[src/sfmc_pkg.sv]
// Constants and carriers for the stepper fault and mode control block
package sfmc_pkg;
  localparam int CLK_MHZ        = 50;
  localparam int PULSE_MIN_US   = 20;
  localparam int PULSE_MAX_US   = 40;
  localparam int SLEEP_DLY_US   = 120;
  localparam int WAKE_DLY_US    = 1000;
  localparam int OL_DLY_US      = 100;
  localparam int PULSE_MIN_CYC  = PULSE_MIN_US * CLK_MHZ + 1;
  localparam int PULSE_MAX_CYC  = PULSE_MAX_US * CLK_MHZ;
  localparam int SLEEP_DLY_CYC  = SLEEP_DLY_US * CLK_MHZ;
  localparam int WAKE_DLY_CYC   = WAKE_DLY_US * CLK_MHZ;
  localparam int OL_DLY_CYC     = OL_DLY_US * CLK_MHZ;
  localparam int LEARN_RUN_CYC  = 32;
  localparam int LEARN_STALL_CYC = 16;
  localparam int CNT_W          = 17;
  localparam int EC_W           = 6;
  localparam int TH_W           = 8;

  // Register map (word addresses shown as bytes)
  localparam logic [3:0] ADR_STATUS = 4'h0;
  localparam logic [3:0] ADR_MASK   = 4'h4;
  localparam logic [3:0] ADR_STATE  = 4'h8;
  localparam logic [3:0] ADR_THRESH = 4'hc;
  localparam logic [3:0] EV_W       = 4'h4;
  localparam logic [3:0] EV_OL      = 4'h1;
  localparam logic [3:0] EV_OT      = 4'h2;
  localparam logic [3:0] EV_STALL   = 4'h4;
  localparam logic [3:0] EV_LEARN   = 4'h8;

  // Stall mode pin decode
  typedef enum logic [1:0] {
    SFMC_SM_COUNT   = 2'h0,
    SFMC_SM_THRESH  = 2'h1,
    SFMC_SM_LEARN   = 2'h2,
    SFMC_SM_DISABLE = 2'h3
  } sfmc_smode_type;

  // Power state, one hot
  typedef enum logic [3:0] {
    SFMC_PW_SLEEP  = 4'h1,
    SFMC_PW_WAKING = 4'h2,
    SFMC_PW_ACTIVE = 4'h4,
    SFMC_PW_LOWPIN = 4'h8
  } sfmc_pwr_type;

  // Learning sequence, one hot
  typedef enum logic [3:0] {
    SFMC_LS_IDLE  = 4'h1,
    SFMC_LS_RUN   = 4'h2,
    SFMC_LS_STALL = 4'h4,
    SFMC_LS_DONE  = 4'h8
  } sfmc_learn_type;

  // Analog-front-end observations
  typedef struct packed {
    logic            coil_low;
    logic            over_temp;
    logic            supply_low;
    logic            other_fault;
    logic            elec_cycle;
    logic            stall_seen;
    logic [TH_W-1:0] torque_count;
  } sfmc_sense_type;

  // Block state
  typedef struct packed {
    sfmc_pwr_type    pwr;
    sfmc_learn_type  learn;
    logic [CNT_W-1:0] low_cnt;
    logic [CNT_W-1:0] wake_cnt;
    logic [CNT_W-1:0] ol_cnt;
    logic [EC_W-1:0] ec_cnt;
    logic [TH_W-1:0] steady_cnt;
    logic [TH_W-1:0] thresh;
    logic            ol_latch;
    logic            stall_latch;
    logic            learned;
    logic [3:0]      status;
    logic [3:0]      mask;
    logic            irq;
    logic            fault_n;
    logic            rep_oe_n;
    logic            bridge_on;
    logic            outputs_hiz;
    logic            pump_on;
    logic            logic_on;
    logic            inputs_ready;
    logic            th_drive;
    logic [TH_W-1:0] th_out;
    logic            ack;
    logic [31:0]     dat;
  } sfmc_state_type;
endpackage

[src/sfmc_ctrl.sv]
// Stepper driver fault, stall mode and power state control with Wishbone registers
`timescale 1ns/100ps
`default_nettype none
module sfmc_ctrl (
  // Clock and reset
  input  wire logic                    clk,
  input  wire logic                    rst,
  // Wishbone slave
  input  wire logic                    wb_cyc_i,
  input  wire logic                    wb_stb_i,
  input  wire logic                    wb_we_i,
  input  wire logic [3:0]              wb_adr_i,
  input  wire logic [3:0]              wb_sel_i,
  input  wire logic [31:0]             wb_dat_i,
  output logic      [31:0]             wb_dat_o,
  output logic                         wb_ack_o,
  // Control pins
  input  wire logic                    sleep_in_n,
  input  wire logic                    enable_in,
  input  wire sfmc_pkg::sfmc_smode_type stall_mode_select,
  input  wire logic                    stall_report_in,
  input  wire logic [sfmc_pkg::TH_W-1:0] torque_threshold_in,
  // Sensed conditions
  input  wire sfmc_pkg::sfmc_sense_type sense,
  // Outputs
  output logic                         stall_report_out,
  output logic                         stall_report_oe_n,
  output logic [sfmc_pkg::TH_W-1:0]    torque_threshold_pin,
  output logic                         torque_threshold_oe_n,
  output logic                         fault_out_n,
  output logic                         bridge_enable,
  output logic                         outputs_hiz,
  output logic                         charge_pump_enable,
  output logic                         core_logic_enable,
  output logic                         inputs_ready,
  output logic                         irq
);
  sfmc_pkg::sfmc_state_type s_reg, s_next;

  // Sleep pin low-time classifier
  function automatic logic is_reset_pulse(input logic [sfmc_pkg::CNT_W-1:0] n);
    is_reset_pulse = n >= sfmc_pkg::CNT_W'(sfmc_pkg::PULSE_MIN_CYC);
  endfunction

  // Electrical cycle count constant at counter width
  function automatic logic [sfmc_pkg::EC_W-1:0] ec_const(input int v);
    ec_const = sfmc_pkg::EC_W'(v);
  endfunction

  logic wr;
  logic stall_enable, stall_event, fault_any;
  logic [3:0] ev;
  logic [sfmc_pkg::CNT_W-1:0] low_time;

  // Next state; clear pulse never touches pump or core logic enable
  always_comb begin
    s_next = s_reg;
    wr = wb_cyc_i && wb_stb_i && wb_we_i && !s_reg.ack;
    ev = 4'h0;
    low_time = s_reg.low_cnt;
    // Wishbone: ack one cycle after request, drops next cycle
    s_next.ack = wb_cyc_i && wb_stb_i && !s_reg.ack;
    s_next.dat = 32'h0;
    // Sleep pin timing
    if (!sleep_in_n) begin
      if (s_reg.low_cnt != sfmc_pkg::CNT_W'(sfmc_pkg::SLEEP_DLY_CYC))
        s_next.low_cnt = s_reg.low_cnt + 1'b1;
    end else begin
      s_next.low_cnt = '0;
    end
    unique case (s_reg.pwr)
      sfmc_pkg::SFMC_PW_SLEEP: begin
        s_next.wake_cnt = '0;
        if (sleep_in_n) begin
          s_next.pwr = sfmc_pkg::SFMC_PW_WAKING;
          s_next.ol_latch = 1'b0;
          s_next.stall_latch = 1'b0;
        end
      end
      sfmc_pkg::SFMC_PW_WAKING: begin
        if (!sleep_in_n) s_next.pwr = sfmc_pkg::SFMC_PW_LOWPIN;
        else if (s_reg.wake_cnt == sfmc_pkg::CNT_W'(sfmc_pkg::WAKE_DLY_CYC - 1))
          s_next.pwr = sfmc_pkg::SFMC_PW_ACTIVE;
        else s_next.wake_cnt = s_reg.wake_cnt + 1'b1;
      end
      sfmc_pkg::SFMC_PW_ACTIVE: begin
        if (!sleep_in_n) s_next.pwr = sfmc_pkg::SFMC_PW_LOWPIN;
      end
      sfmc_pkg::SFMC_PW_LOWPIN: begin
        // Sleep only after full delay; a pulse of PULSE_MIN_CYC or more just clears faults
        if (s_reg.low_cnt == sfmc_pkg::CNT_W'(sfmc_pkg::SLEEP_DLY_CYC))
          s_next.pwr = sfmc_pkg::SFMC_PW_SLEEP;
        else if (sleep_in_n) begin
          s_next.pwr = s_reg.wake_cnt == sfmc_pkg::CNT_W'(sfmc_pkg::WAKE_DLY_CYC - 1)
                     ? sfmc_pkg::SFMC_PW_ACTIVE : sfmc_pkg::SFMC_PW_WAKING;
          if (is_reset_pulse(low_time)) begin
            s_next.ol_latch = 1'b0;
            s_next.stall_latch = 1'b0;
          end
        end
      end
    endcase
    // Open load timer, only while bridge drives
    if (sense.coil_low && s_reg.bridge_on) begin
      if (s_reg.ol_cnt == sfmc_pkg::CNT_W'(sfmc_pkg::OL_DLY_CYC)) begin
        s_next.ol_latch = 1'b1;
        ev[0] = !s_reg.ol_latch;
      end else s_next.ol_cnt = s_reg.ol_cnt + 1'b1;
    end else s_next.ol_cnt = '0;
    // Stall detection suspended by other faults
    fault_any = s_reg.ol_latch || sense.over_temp || sense.supply_low || sense.other_fault;
    stall_enable = s_reg.logic_on && !fault_any
                && (stall_mode_select == sfmc_pkg::SFMC_SM_COUNT
                 || stall_mode_select == sfmc_pkg::SFMC_SM_THRESH);
    stall_event = stall_enable && sense.stall_seen && !s_reg.stall_latch;
    if (stall_event) s_next.stall_latch = 1'b1;
    if (!stall_enable && !(s_reg.stall_latch && stall_mode_select != sfmc_pkg::SFMC_SM_LEARN))
      s_next.stall_latch = 1'b0;
    ev[1] = sense.over_temp && s_reg.pump_on; // Pump still on: a fresh trip
    ev[2] = stall_event;
    // Learning: 32 unloaded cycles then 16 stalled
    if (stall_mode_select != sfmc_pkg::SFMC_SM_LEARN || !s_reg.logic_on) begin
      s_next.learn = sfmc_pkg::SFMC_LS_IDLE;
      s_next.ec_cnt = '0;
    end else begin
      unique case (s_reg.learn)
        sfmc_pkg::SFMC_LS_IDLE: s_next.learn = sfmc_pkg::SFMC_LS_RUN;
        sfmc_pkg::SFMC_LS_RUN: if (sense.elec_cycle) begin
          if (s_reg.ec_cnt == ec_const(sfmc_pkg::LEARN_RUN_CYC - 1)) begin
            s_next.learn = sfmc_pkg::SFMC_LS_STALL;
            s_next.steady_cnt = sense.torque_count;
            s_next.ec_cnt = '0;
          end else s_next.ec_cnt = s_reg.ec_cnt + 1'b1;
        end
        sfmc_pkg::SFMC_LS_STALL: if (sense.elec_cycle) begin
          if (s_reg.ec_cnt == ec_const(sfmc_pkg::LEARN_STALL_CYC - 1)) begin
            s_next.learn = sfmc_pkg::SFMC_LS_DONE;
            s_next.thresh = sfmc_pkg::TH_W'(({1'b0, s_reg.steady_cnt}
                          + {1'b0, sense.torque_count}) >> 1);
            s_next.learned = 1'b1;
            ev[3] = 1'b1;
          end else s_next.ec_cnt = s_reg.ec_cnt + 1'b1;
        end
        sfmc_pkg::SFMC_LS_DONE: s_next.learn = sfmc_pkg::SFMC_LS_DONE;
      endcase
    end
    if (stall_mode_select == sfmc_pkg::SFMC_SM_THRESH)
      s_next.thresh = torque_threshold_in;
    // Outputs from state
    s_next.logic_on = s_next.pwr != sfmc_pkg::SFMC_PW_SLEEP;
    s_next.pump_on = s_next.logic_on && !sense.over_temp && !sense.supply_low;
    s_next.bridge_on = s_next.pump_on && enable_in && !sense.other_fault
                    && s_next.pwr == sfmc_pkg::SFMC_PW_ACTIVE;
    s_next.outputs_hiz = !s_next.bridge_on;
    s_next.inputs_ready = s_next.pwr == sfmc_pkg::SFMC_PW_ACTIVE;
    s_next.fault_n = !(s_next.ol_latch || sense.over_temp || sense.supply_low
                   || sense.other_fault
                   || (s_next.stall_latch && stall_report_in));
    // Report pin: open drain, oe_n low pulls low
    if (stall_mode_select == sfmc_pkg::SFMC_SM_LEARN)
      s_next.rep_oe_n = s_next.learn != sfmc_pkg::SFMC_LS_DONE;
    else if (stall_mode_select == sfmc_pkg::SFMC_SM_DISABLE)
      s_next.rep_oe_n = 1'b0;
    else s_next.rep_oe_n = s_next.stall_latch;
    s_next.th_drive = stall_mode_select != sfmc_pkg::SFMC_SM_THRESH;
    s_next.th_out = stall_mode_select == sfmc_pkg::SFMC_SM_LEARN
                  ? (s_next.learn == sfmc_pkg::SFMC_LS_DONE ? s_next.thresh : '0)
                  : sense.torque_count;
    // Registers: write one clears status, set wins
    if (wr && wb_adr_i == sfmc_pkg::ADR_MASK && wb_sel_i[0]) s_next.mask = wb_dat_i[3:0];
    s_next.status = s_reg.status;
    if (wr && wb_adr_i == sfmc_pkg::ADR_STATUS && wb_sel_i[0])
      s_next.status = s_reg.status & ~wb_dat_i[3:0];
    s_next.status = s_next.status | ev;
    s_next.irq = |(s_next.status & s_next.mask);
    if (s_next.ack) begin
      unique case (wb_adr_i)
        sfmc_pkg::ADR_STATUS: s_next.dat = {28'h0, s_reg.status};
        sfmc_pkg::ADR_MASK:   s_next.dat = {28'h0, s_reg.mask};
        sfmc_pkg::ADR_STATE:  s_next.dat = {16'h0, 4'h0, s_reg.pwr, s_reg.learn,
                                            s_reg.learned, s_reg.ol_latch,
                                            s_reg.stall_latch, s_reg.fault_n};
        sfmc_pkg::ADR_THRESH: s_next.dat = {24'h0, s_reg.thresh};
        default:              s_next.dat = 32'h0;
      endcase
    end
  end

  // State register
  always_ff @(posedge clk or posedge rst) begin
    if (rst) begin
      s_reg <= '0;
      s_reg.pwr <= sfmc_pkg::SFMC_PW_SLEEP;
      s_reg.learn <= sfmc_pkg::SFMC_LS_IDLE;
      s_reg.fault_n <= 1'b1;
      s_reg.rep_oe_n <= 1'b1;
      s_reg.outputs_hiz <= 1'b1;
      s_reg.th_drive <= 1'b1;
    end else begin
      s_reg <= s_next;
    end
  end

  // Outputs straight from state flops; report data tied low
  assign wb_dat_o = s_reg.dat;
  assign wb_ack_o = s_reg.ack;
  assign stall_report_out = 1'b0;
  assign stall_report_oe_n = s_reg.rep_oe_n;
  assign torque_threshold_pin = s_reg.th_out;
  assign torque_threshold_oe_n = !s_reg.th_drive;
  assign fault_out_n = s_reg.fault_n;
  assign bridge_enable = s_reg.bridge_on;
  assign outputs_hiz = s_reg.outputs_hiz;
  assign charge_pump_enable = s_reg.pump_on;
  assign core_logic_enable = s_reg.logic_on;
  assign inputs_ready = s_reg.inputs_ready;
  assign irq = s_reg.irq;

  // Checks
  sleep_delay_a: assert property (@(posedge clk) disable iff (rst)
    $fell(s_reg.logic_on) |-> $past(s_reg.low_cnt) == sfmc_pkg::CNT_W'(sfmc_pkg::SLEEP_DLY_CYC))
    else $error("sleep entered early");
  short_pulse_a: assert property (@(posedge clk) disable iff (rst)
    s_reg.pwr == sfmc_pkg::SFMC_PW_LOWPIN
    && s_reg.low_cnt != sfmc_pkg::CNT_W'(sfmc_pkg::SLEEP_DLY_CYC) |=> core_logic_enable)
    else $error("reset pulse dropped logic");
  disable_hiz_a: assert property (@(posedge clk) disable iff (rst)
    !enable_in |=> outputs_hiz && !bridge_enable)
    else $error("enable low but bridge on");
  ot_off_a: assert property (@(posedge clk) disable iff (rst)
    sense.over_temp |=> !charge_pump_enable && !bridge_enable && !fault_out_n)
    else $error("over temp not handled");
  sleep_off_a: assert property (@(posedge clk) disable iff (rst)
    s_reg.pwr == sfmc_pkg::SFMC_PW_SLEEP |-> !charge_pump_enable && !core_logic_enable)
    else $error("sleep left blocks on");
  dis_rep_a: assert property (@(posedge clk) disable iff (rst)
    stall_mode_select == sfmc_pkg::SFMC_SM_DISABLE |=> !stall_report_oe_n)
    else $error("disabled report not low");
  suspend_a: assert property (@(posedge clk) disable iff (rst)
    sense.over_temp |=> !$rose(s_reg.stall_latch))
    else $error("stall during fault");
  fault_out_a: assert property (@(posedge clk) disable iff (rst)
    s_reg.ol_latch |-> !fault_out_n)
    else $error("fault out high with open load");
  learn_rep_a: assert property (@(posedge clk) disable iff (rst)
    stall_mode_select == sfmc_pkg::SFMC_SM_LEARN
    ##1 s_reg.learn != sfmc_pkg::SFMC_LS_DONE |-> stall_report_oe_n)
    else $error("report low before learning done");
  wake_cov_c: cover property (@(posedge clk) disable iff (rst)
    s_reg.pwr == sfmc_pkg::SFMC_PW_WAKING ##1 s_reg.pwr == sfmc_pkg::SFMC_PW_ACTIVE);
  clr_cov_c: cover property (@(posedge clk) disable iff (rst)
    $fell(s_reg.ol_latch) && s_reg.logic_on);
  learn_cov_c: cover property (@(posedge clk) disable iff (rst)
    $rose(s_reg.learned));
endmodule
`default_nettype wire

[config.mk]
export PLATFORM = sky130hd
export DESIGN_NAME = sfmc_ctrl
export DESIGN_NICKNAME = d
export VERILOG_FILES = /design/src/sfmc_pkg.sv /design/src/sfmc_ctrl.sv
export SDC_FILE = /design/constraint.sdc
export NUM_CORES = 1
export LEC_CHECK = 0
export ABC_AREA = 0
export BUFFER_PORTS_ARGS = -buffer_cell sky130_fd_sc_hd__buf_2
export CAP_MARGIN = 20
export CORE_ASPECT_RATIO = 0.75
export CORE_MARGIN = 3
export CORE_UTILIZATION = 45
export CTS_BUF_LIST = sky130_fd_sc_hd__clkbuf_16
export DETAILED_ROUTE_END_ITERATION = 10
export GPL_ROUTABILITY_DRIVEN = 0
export PLACE_DENSITY = 0.67
export SLEW_MARGIN = 20
export SYNTH_ARGS = -nofsm -noshare
export SYNTH_HDL_FRONTEND = slang
export SYNTH_SLANG_ARGS = --single-unit
[constraint.sdc]
create_clock -name clk -period 5.3 [get_ports clk]
set_input_delay 0.53 -clock clk [delete_from_list [all_inputs] [get_ports clk]]
set_output_delay 0.53 -clock clk [all_outputs]
set_load 0.01 [all_outputs]
# Word level (Yosys, flattened, before mapping)
# Index checks and enable logic that the tools add are counted.
# word_totals
regBits,142
inputBits,72
out_inout_bits,51
elab_cells,178
# op_classes
add_sub_neg,5
n_lt_le_gt_ge,1
n_eq_ne,32
mux,56
n_bitwise,5
n_reduce_logical,54
# op_table
op,count
17-bit 2-to-1 mux,6
8-bit 2-to-1 mux,8
4-bit 2-to-1 mux,13
"17-bit by 1-bit adder with 17-bit output, second input constant",3
12-bit one-hot mux with 4 select lines,1
"17-bit by 13-bit equality test with 1-bit output, second input constant",2
17-bit one-hot mux with 2 select lines,1
4-bit one-hot mux with 4 select lines,2
6-bit 2-to-1 mux,4
1-bit logical AND,22
"4-bit equality test, second input constant",5
"17-bit by 16-bit equality test with 1-bit output, second input constant",1
"17-bit by 10-bit >= comparator with 1-bit output, second input constant",1
"17-bit by 13-bit != test with 1-bit output, second input constant",1
"4-bit by 3-bit equality test with 1-bit output, second input constant",4
14-bit 2-to-1 mux,1
1-bit logical NOT,13
1-bit 2-to-1 mux,12
12-bit 2-to-1 mux,1
6-bit one-hot mux with 2 select lines,1
4-bit AND reduction,3
8-bit by 8-bit adder with 9-bit output,1
1-bit logical OR,9
"3-bit != test, second input constant",3
24 further kinds,35

# Longest topological paths before layout
# Gate-level depths: netlist of run 1.
# depth
ltp_word,13
mapped_depth,9
depth_no_buf,8

# Least setup slack after synthesis of run 1
# Ideal clock, no wire load.
# synth_path
path_kind,in2reg
from,in sense[1] (netlist bit)
to,reg s_reg (netlist bit torque_threshold_pin[7])
setup_time_ns,0.083
t_arrival_ns,2.082
required_ns,5.217
path_slack_ns,3.135
cell_stages,8
n_path_buf,0
path_cell_list,inv_1 fa_1 nor2b_1 o21a_1 o21ai_0 a2111oi_0 o31ai_1 o21ai_0
# synth_lines
element,line_no,text
start: declaration,sfmc_ctrl.sv:24,"input wire sfmc_pkg::sfmc_sense_type sense,"
end signal: assignment,sfmc_ctrl.sv:200,s_reg <= s_next;
end: declaration,sfmc_ctrl.sv:38,"sfmc_pkg::sfmc_state_type s_reg, s_next;"

==> results of run 1 <==
-- worst min path at each step --
stage / cells after the start / slack, ns / to / startpoint
global placement: 1 / 0.46 / s_reg[58] / s_reg[58]
finish: 2 / 0.28 / outputs_hiz / enable_in
global route: 2 / 0.27 / outputs_hiz / enable_in
detailed placement: 1 / 0.47 / s_reg[58] / s_reg[58]
CTS: 2 / 0.27 / outputs_hiz / enable_in
floorplan: 1 / 0.44 / s_reg[58] / s_reg[58]
-- stage by stage --
step	util	instances
2_1_floorplan	-	682
3_5_place_dp	0.488	888
3_3_place_gp	0.488	888
6_report	0.532	920
4_1_cts	0.532	920
5_1_grt	0.532	920
-- report_power, final --
| group | switching (mW) | internal [mW] |
|---|---|---|
| Combinational | 0.137 | 0.0879 |
| Clock | 0.419 | 0.778 |
| Sequential | 0.0711 | 0.985 |
| Total | 0.627 | 1.85 |
-- synth_stat cells, types with 14 or more instances --
| master | n |
|---|---|
| nor2_1 | 74 |
| ha_1 | 14 |
| dfrtp_1 | 116 |
| nand3_1 | 32 |
| xor2_1 | 23 |
| buf_4 | 42 |
| and3_1 | 14 |
| a21oi_1 | 24 |
| xnor2_1 | 21 |
| nor3_1 | 16 |
| nand2_1 | 51 |
| o21ai_0 | 25 |
| a22oi_1 | 14 |
| inv_1 | 23 |
-- worst max-delay path, cell delays in order (launching register included) --
cell	delay [ns]
dfrtp_1	0.36
inv_1	0.07
fa_1	0.41
nor2b_1	0.28
o21a_1	0.17
o21ai_0	0.13
a2111oi_0	0.73
o31ai_1	0.15
o21ai_0	0.17
-- metal layers --
layer	share of wire	vias to the layer above	GRT usage
met5	0	-	0
met3	0.069	11	0.0605
met2	0.43	168	0.277
met4	0.0074	0	0.0427
met1	0.50	2412	0.278
li1	-	2365	-
-- layout make-up --
class	instances	area (sq um)	share of cell area
clock buffers	17	425	0.0574
clock inverters	15	184	0.0248
inverters	24	92.6	0.0125
multi-input cells	476	3050	0.412
flip-flops and latches	122	3060	0.413
well taps	195	244	0.0329
repair buffers	71	358	0.0483
-- cells by family (layout without fill, tap and decap cells) --
group	after synthesis	count (layout)	share of synthesized area
AND/OR/NAND/NOR	266	266	0.222
flip-flops	122	122	0.469
AO/OA/AOI/OAI	114	114	0.117
buffers and inverters	84	127	0.0754
XOR/XNOR	44	44	0.0591
multiplexers	16	16	0.0269
adder cells (fa/ha/maj)	15	15	0.0299
other	1	21	0.000575
==> summary.md, run 1 <==
| Metric | Value |
|---|---|
| Fin Clk Skew | 0.00643 ns |
| Max-slew headroom | 0.416 |
| Worst Hold Slack | 0.276 ns |
| Largest cells by area after synthesis | dfrtp_1, buf_4, nor2_1, xor2_1, nand2_1 |
| Layout cells sized above 1 | 0.199 |
| Most frequent cells in the layout | dfrtp_1, nor2_1, buf_2, nand2_1, nand3_1 |
| Drt via density | 5.39 |
| VDD IR max | 0.232 mV |
| Die H | 110 um |
| Flops & latches, synth | 122 |
| Mapped Cells | 662 |
| Clock buffer depth | 2 |
| Fin. max-slew vios | 0 |
| Worst-Margin Slew | 0.875 ns |
| Kind of critical path | reg -> reg |
| H-tree level count | 4 |
| Synth top area share | 0.445 |
| Clock sinks | 122 |
| Root Driver | clkbuf_16 |
| Initial Util | 0.468 |
| Top Ports | 123 |
| HP Class | in -> reg |
| GRT Residual Overflow | 0 |
| Die ar. | 16000 sq um |
| DRT antenna net count | 0 |
| Reg2Reg Depth | 8 |
| Commonest non-fill, non-tap cell in the layout | dfrtp_1 |
| Drt first pass iters | 5 |
| DRC | 0 |
| DP HPWL | 10500 um |
| Asr flop ratio synth | 1.00 |
| Largest register FFs | 76 |
| Average wire per standard cell | 15.9 um |
| RSZ-0062 raised after global routing | no |
| Critical path fanouts, max | 3 |
| Vias in the first global route | 4740 |
| CP endpoint kind | flop |
| Fmax | 0.393 GHz |
| Fin nets | 799 |
| Crit path time final | 2.55 ns |
| Rows | 37 |
| Largest net degree at the start of global routing | 72 |
| Port Buffers | 70 |
| Final Power | 2.48 mW |
| Vias | 4956 |
| Crit path launch type | flop |
| Post-synthesis sequential area ratio | 0.469 |
| Power Density | 334 nW/um^2 |
| Total global routing track utilization | 0.190 |
| Final Setup Violations | 0 |
| Post-Route WL | 14700 um |
| Final worst path period share | 0.481 |
| Post-synth cell types | 74 |
| Yosys top cell by area | dfrtp_1 |
| Synth Flop Type | dfrtp_1 |
| Post-Syn Area per Cell | 9.85 sq um |
| P_leak | 3.33 nW |
| Clk pin slew, worst setup/hold paths | 0.06 ns |
| Number of synthesized flops with an enable pin | 0 |
| Post-cts hold buffer count | 0 |
| Worst setup path startpoint | s_reg[70] |
| CTS Buf Count | 17 |
| Dpl ws | 2.48 ns |
| Worst setup margin | 2.75 ns |
| Initial drt markers | 321 |
| Placed Area | 6800 sq um |
| RR Endpoint | torque_threshold_pin[7] |
| First-pass GRT wire length | 24300 um |
| R2R Setup Slk | 2.75 ns |
| Max-cap violations | 0 |
| Endpoints failing hold | 0 |
| Final non-filler cell area | 7420 sq um |
| Diodes inserted | 0 |
| Area Growth Syn to Fin | 13.7% |
| Synthesized cell area | 6520 sq um |
| CORE AREA | 13900 sq um |
| Aggregate negative setup slack | 0 ns |
| Status | completed |
| Yosys warning total | 0 |
| Fillers | 1245 |
| Worst skew pair latency | 0.42 ns |
| Worst EP required | 5.64 ns |
| Arrival time at the worst endpoint | 2.88 ns |
| Chip width | 145 um |
| Postcts setup bufs | 0 |
| Reg-to-reg startpoint | s_reg[70] |
| Post-CTS sizing | 0 |
| Crit path capture | torque_threshold_pin[7] |
| Initial antenna violation count | 0 |
| TritonCTS clock tree | yes |
No activity file was read; power rests on OpenSTA's default activity.
==> run 2: changes to the inputs <==
--- a/config.mk
+++ b/config.mk
@@ -14,7 +14,7 @@
 export CTS_BUF_LIST = sky130_fd_sc_hd__clkbuf_16
 export DETAILED_ROUTE_END_ITERATION = 10
 export GPL_ROUTABILITY_DRIVEN = 0
-export PLACE_DENSITY = 0.67
+export PLACE_DENSITY = 0.7
 export SLEW_MARGIN = 20
 export SYNTH_ARGS = -nofsm -noshare
 export SYNTH_HDL_FRONTEND = slang
==> constraint.sdc (replaced) <==
create_clock -name clk -period 2.11 [get_ports clk]
set_input_delay 0.211 -clock clk [delete_from_list [all_inputs] [get_ports clk]]
set_output_delay 0.211 -clock clk [all_outputs]
set_load 0.01 [all_outputs]
==> summary.md, run 2 (synthesis gave the netlist of run 1 again) <==
| Metric | Value |
|---|---|
| Status | finished with violations |
| Failing checks | hold timing |
| Clk pin slew, worst setup/hold paths | 0.06 ns (about the same) |
| Largest register FFs | 76 (unchanged) |
| TritonCTS clock tree | yes |
| H-tree level count | 4 (unchanged) |
| Total global routing track utilization | 0.197 (+0.00670) |
| Post-Route WL | 15700 um (+7.3%) |
| Initial antenna violation count | 0 (unchanged) |
| Diodes inserted | 0 (unchanged) |
| Area Growth Syn to Fin | 19.5% |
| Power Density | 788 nW/um^2 (+140%) |
| DRT antenna net count | 0 (unchanged) |
| CTS Buf Count | 17 (unchanged) |
| Kind of critical path | reg -> reg |
| Root Driver | clkbuf_16 |
| CP endpoint kind | flop |
| Clock sinks | 122 (unchanged) |
| DRC | 0 (unchanged) |
| Worst EP required | 2.40 ns (-3.24 ns) |
| Vias | 5234 (+5.6%) |
| Commonest non-fill, non-tap cell in the layout | dfrtp_1 |
| Crit path time final | 2.09 ns (-0.461 ns) |
| Worst-path cell chain | ha_1 > and4b_1 > nand2_2 > or4_4 > buf_4 > a21oi_2 > o22ai_1 |
| Most frequent cells in the layout | dfrtp_1, nor2_1, buf_2, nand2_1, buf_4 |
| Worst setup path startpoint | s_reg[78] |
| Critical path fanouts, max | 17 (+14) |
| Max-slew headroom | 0.575 (+0.159) |
| Clock buffer depth | 2 (unchanged) |
| Placed Area | 7100 sq um (+4.4%) |
| Fmax | 0.480 GHz (+22%) |
| Initial drt markers | 454 (+41%) |
| Final worst path period share | 0.988 (+0.508) |
| Largest net degree at the start of global routing | 123 (+71%) |
| Die H | 110 um (unchanged) |
| Max-cap violations | 0 (unchanged) |
| Fin util | 0.560 (+0.0274) |
| VDD IR max | 0.615 mV (+160%) |
| Worst skew pair latency | 0.41 ns (about the same) |
| Max stage delay on crit path | 0.62 ns (-0.11 ns) |
| Final non-filler cell area | 7800 sq um (+5.1%) |
| Fin. max-slew vios | 0 (unchanged) |
| HP Class | in -> async |
| Fin nets | 844 (+5.6%) |
| Die ar. | 16000 sq um (unchanged) |
| R2R Setup Slk | 0.02 ns (-2.73 ns) |
| Drt via density | 5.43 (+0.79%) |
| Worst Hold Slack | -0.0122 ns (-0.288 ns) |
| Worst Path Buf+Inv | 1 (unchanged) |
| Layout cells sized above 1 | 0.251 (+0.0524) |
| Aggregate negative setup slack | 0 ns (unchanged) |
| First-pass GRT wire length | 24900 um (+2.2%) |
| Initial Util | 0.468 (unchanged) |
| Top Ports | 123 (unchanged) |
| Worst-Margin Slew | 0.637 ns (-0.238 ns) |
| Family with the most delay on the worst path | simple AND/OR/NAND/NOR gates |
| RR Endpoint | torque_threshold_pin[1] |
| CP max stage cell | or4_4 |
| Chip width | 145 um (unchanged) |
| Fin Clk Skew | 0.00797 ns (+0.00154 ns) |
| GRT Residual Overflow | 0 (unchanged) |
| Crit path launch type | flop |
| Reg-to-reg startpoint | s_reg[78] |
| CORE AREA | 13900 sq um (unchanged) |
| Average wire per standard cell | 16.3 um (+2.4%) |
| Reg2Reg Depth | 7 (-1) |
| Dpl ws | -0.121 ns (-2.60 ns) |
| Vias in the first global route | 4917 (+3.7%) |
| Final Setup Violations | 0 (unchanged) |
| Drt first pass iters | 6 (+1) |
| Endpoints failing hold | 23 (+23) |
| Port Buffers | 70 (unchanged) |
| DP HPWL | 11200 um (+7.4%) |
| Arrival time at the worst endpoint | 2.37 ns (-0.51 ns) |
| Rows | 37 (unchanged) |
| Worst setup margin | 0.0245 ns (-2.73 ns) |
| RSZ-0062 raised after global routing | yes |
| P_leak | 3.56 nW (+6.7%) |
-- run 2: layout make-up --
type / instances / area (sq um)
Timing Repair Buffer: 116 / 716
Tap cell: 195 / 244
Sequential cell: 122 / 3060
Fill cell: 1168 / 6140
Clock inverter: 14 / 140
Clock buffer: 17 / 425
Inverter: 24 / 93.8
Multi-Input combinational cell: 476 / 3120
-- run 2: worst max path at each step --
stage	to	slack [ns]	depth (start not counted)
after floorplan	s_reg[64]	0.13	8
after global routing	torque_threshold_pin[0]	-0.07	7
after global placement	s_reg[68]	-0.01	10
after CTS	torque_threshold_pin[7]	0.02	9
final	torque_threshold_pin[1]	0.02	7
after detailed placement	torque_threshold_pin[7]	-0.12	10
-- run 2: through the flow --
stage	power [mW]	hold WS [ns]	std cells
after floorplan	3.09	0.271	682
after global placement	3.29	0.387	926
after detailed placement	3.33	0.390	926
after CTS	6.16	0.00610	960
after global routing	6.39	0.0266	964
final	6.15	-0.0122	964
-- run 2: worst register-to-register path, stage by stage, from the launching register on --
cell     delay (ns)
dfrtp_1        0.36
ha_1           0.17
and4b_1        0.25
nand2_2        0.09
or4_4          0.62
buf_4          0.20
a21oi_2        0.15
o22ai_1        0.11
-- run 2: repair_timing --
action                                  4_1_cts  5_1_grt
pin swaps                                     3        5
setup buffers                                 0        4
hold buffers                                  3        0
endpoints found under the hold margin         2        0
resized for setup                             5       14
endpoints found under the setup margin        4       20
-- run 2: layer usage --
metal / share of wire / global-route usage / routed length (um) / up-vias
met1: 0.47 / 0.283 / 7340 / 2562
met4: 0.011 / 0.0631 / 180 / 0
met5: 0 / 0 / 0 / -
met2: 0.45 / 0.293 / 7050 / 194
met3: 0.075 / 0.0523 / 1180 / 20
li1: - / - / - / 2458
-- run 2: power by group --
| part | total, mW | switching [mW] | internal, mW |
|---|---|---|---|
| sequential | 2.61 | 0.139 | 2.47 |
| combinational | 0.735 | 0.439 | 0.297 |
| clock | 2.80 | 0.989 | 1.81 |
| total | 6.15 | 1.57 | 4.58 |
==> run 3: changes to the inputs <==
--- a/config.mk
+++ b/config.mk
@@ -8,13 +8,15 @@
 export ABC_AREA = 0
 export BUFFER_PORTS_ARGS = -buffer_cell sky130_fd_sc_hd__buf_2
 export CAP_MARGIN = 20
+export CELL_PAD_IN_SITES_DETAIL_PLACEMENT = 0
+export CELL_PAD_IN_SITES_GLOBAL_PLACEMENT = 2
 export CORE_ASPECT_RATIO = 0.75
 export CORE_MARGIN = 3
-export CORE_UTILIZATION = 45
+export CORE_UTILIZATION = 31
 export CTS_BUF_LIST = sky130_fd_sc_hd__clkbuf_16
 export DETAILED_ROUTE_END_ITERATION = 10
 export GPL_ROUTABILITY_DRIVEN = 0
-export PLACE_DENSITY = 0.7
+export PLACE_DENSITY_LB_ADDON = 0.1
 export SLEW_MARGIN = 20
 export SYNTH_ARGS = -nofsm -noshare
 export SYNTH_HDL_FRONTEND = slang
==> summary.md, run 3 (synthesis gave the netlist of run 1 again) <==
| Metric | Value |
|---|---|
| Family with the most delay on the worst path | simple AND/OR/NAND/NOR gates |
| Comb pwr share | 0.121 (about the same) |
| CP max stage cell | or4_4 |
| Worst EP required | 2.40 ns (about the same) |
| Max stage delay on crit path | 0.61 ns (about the same) |
| Max-cap violations | 0 (unchanged) |
| Commonest non-fill, non-tap cell in the layout | dfrtp_1 |
| P_leak | 3.64 nW (+2.3%) |
| H-tree level count | 4 (unchanged) |
| DRT antenna net count | 0 (unchanged) |
| Port Buffers | 70 (unchanged) |
| Clock Power Share | 0.456 (about the same) |
| Fillers | 2027 (+74%) |
| Fin util | 0.398 (-0.161) |
| Root Driver | clkbuf_16 |
| Worst-path cell chain | ha_2 > and4b_2 > nand2_4 > buf_6 > or4_4 > a32oi_2 > nand2_1 |
| Power Density | 760 nW/um^2 (-3.6%) |
| Drt via density | 4.75 (-13%) |
| Endpoints failing hold | 0 (-100%) |
| CP endpoint kind | flop |
| Die ar. | 22800 sq um (+43%) |
| First-pass GRT wire length | 27700 um (+12%) |
| Final Setup Violations | 0 (unchanged) |
| DRC | 0 (unchanged) |
| DP HPWL | 12500 um (+12%) |
| Worst Path Buf+Inv | 1 (unchanged) |
| Crit path time final | 2.10 ns (+0.0187 ns) |
| Reg power frac | 0.423 (-0.002) |
| Post-Route WL | 17400 um (+10%) |
| Diodes inserted | 0 (unchanged) |
| GRT Residual Overflow | 0 (unchanged) |
| Kind of critical path | reg -> reg |
| Clk pin slew, worst setup/hold paths | 0.05 ns (about the same) |
| Total global routing track utilization | 0.153 (-0.0438) |
| Initial Util | 0.319 (-0.149) |
| Int Power | 4.50 mW (-1.7%) |
| Status | completed |
| Worst skew pair latency | 0.42 ns (about the same) |
| Area Growth Syn to Fin | 24.8% |
| CORE AREA | 20400 sq um (+47%) |
| Rows | 45 (+22%) |
| Largest net degree at the start of global routing | 56 (-54%) |
| Layout cells sized above 1 | 0.287 (+0.0362) |
| Critical path fanouts, max | 8 (-9) |
| Largest register FFs | 76 (unchanged) |
| Max-slew headroom | 0.656 (+0.0812) |
| Initial drt markers | 362 (-20%) |
| Worst-Margin Slew | 0.515 ns (-0.123 ns) |
| Chip width | 173 um (+20%) |
| HP Class | in -> reg |
| Fin nets | 861 (+2.0%) |
| CTS Buf Count | 17 (unchanged) |
| Vias in the first global route | 5053 (+2.8%) |
| Most frequent cells in the layout | dfrtp_1, nor2_1, buf_2, buf_4, nand2_1 |
| Sw Pwr | 1.69 mW (+7.7%) |
| Arrival time at the worst endpoint | 2.39 ns (+0.02 ns) |
| Final Power | 6.19 mW (+0.67%) |
| Switching Fraction | 0.273 (+0.0178) |
| Fin. max-slew vios | 0 (unchanged) |
| Clock sinks | 122 (unchanged) |
| Initial antenna violation count | 0 (unchanged) |
| Vias | 5074 (-3.1%) |
| Drt first pass iters | 5 (-1) |
| Fin Clk Skew | 0.00919 ns (+0.00122 ns) |
| Final worst path period share | 0.997 (+0.00886) |
| Average wire per standard cell | 16.2 um (-0.59%) |
| RSZ-0062 raised after global routing | yes |
| Crit path launch type | flop |
| Worst Hold Slack | 0.0183 ns (+0.0305 ns) |
| Clock buffer depth | 2 (unchanged) |
| Fmax | 0.475 GHz (-0.89%) |
| Top Ports | 123 (unchanged) |
| TritonCTS clock tree | yes |
| Die H | 132 um (+19%) |
| VDD IR max | 0.467 mV (-24%) |
| Aggregate negative setup slack | 0 ns (unchanged) |
-- run 3: cell types whose count changed in the layout (fill, tap and decap cells not counted), sizes merged --
cell         previous run  this run
buf                   113       128
clkinvlp                2         7
inv                    26        24
bufinv                  3         2
clkinv                  7         6
dlygate4sd3             3         4
or4                     3         4
-- run 3: area by class of cell --
type,instances,area [sq um],share of cell area
clock buffer,17,425,0.0523
clock inverter,15,136,0.0168
inverter,24,97.6,0.0120
multi-input combinational,477,3210,0.394
sequential,122,3060,0.376
tap,282,353,0.0433
timing repair buffer,132,862,0.106
-- run 3: final timing paths --
check / from / end / slack (ns) / cells past startpoint
worst max register to register: s_reg[78] / torque_threshold_pin[6] / 0.006 / 7
max in group asynchronous: rst / s_reg[41] / 1.02 / 4
min in group asynchronous: rst / wb_dat_o[5] / 0.38 / 3
worst min register to register: s_reg[56] / s_reg[56] / 0.49 / 2
worst max-delay path: s_reg[78] / torque_threshold_pin[6] / 0.006 / 7
worst min-delay path: torque_threshold_in[6] / s_reg[67] / 0.02 / 3
-- run 3: power groups by stage --
stage | Combinational (mW) | Clock, mW | Sequential, mW
after floorplan | 0.482 | 0 | 2.61
after global placement | 0.709 | 0 | 2.65
after detailed placement | 0.716 | 0 | 2.65
after CTS | 0.733 | 2.88 | 2.61
after global routing | 0.846 | 2.98 | 2.63
final | 0.752 | 2.82 | 2.62
-- run 3: stage by stage --
step                      cell area, sq um  instances  setup WS [ns]
after global routing                  8140       1069        -0.0413
final                                 8140       1069        0.00585
after floorplan                       6600        682          0.129
after global placement                7300       1024         -0.430
after CTS                             7980       1064         0.0183
after detailed placement              7300       1024         -0.428
-- run 3: timing repair --
action | 4_1_cts | 5_1_grt
resized for setup | 12 | 30
hold buffers | 4 | 0
setup buffers | 3 | 5
cloned | 1 | 0
hold endpoints to repair | 19 | 0
endpoints found under the setup margin | 14 | 24
pin swaps | 4 | 18
-- run 3: worst register-to-register path: cells and delay by family, from the launching register on --
kind,cells,cell delay (ns)
buf+inv,1,0.12
compound gates,1,0.25
fa+ha+maj,1,0.20
simple gates,4,1.04
flops,1,0.37
-- run 3: per-layer routing --
| metal | routed length, um | track usage |
|---|---|---|
| met1 | 9490 | 0.238 |
| met2 | 7000 | 0.208 |
| met3 | 761 | 0.0393 |
| met4 | 104 | 0.0378 |
| met5 | 0 | 0 |
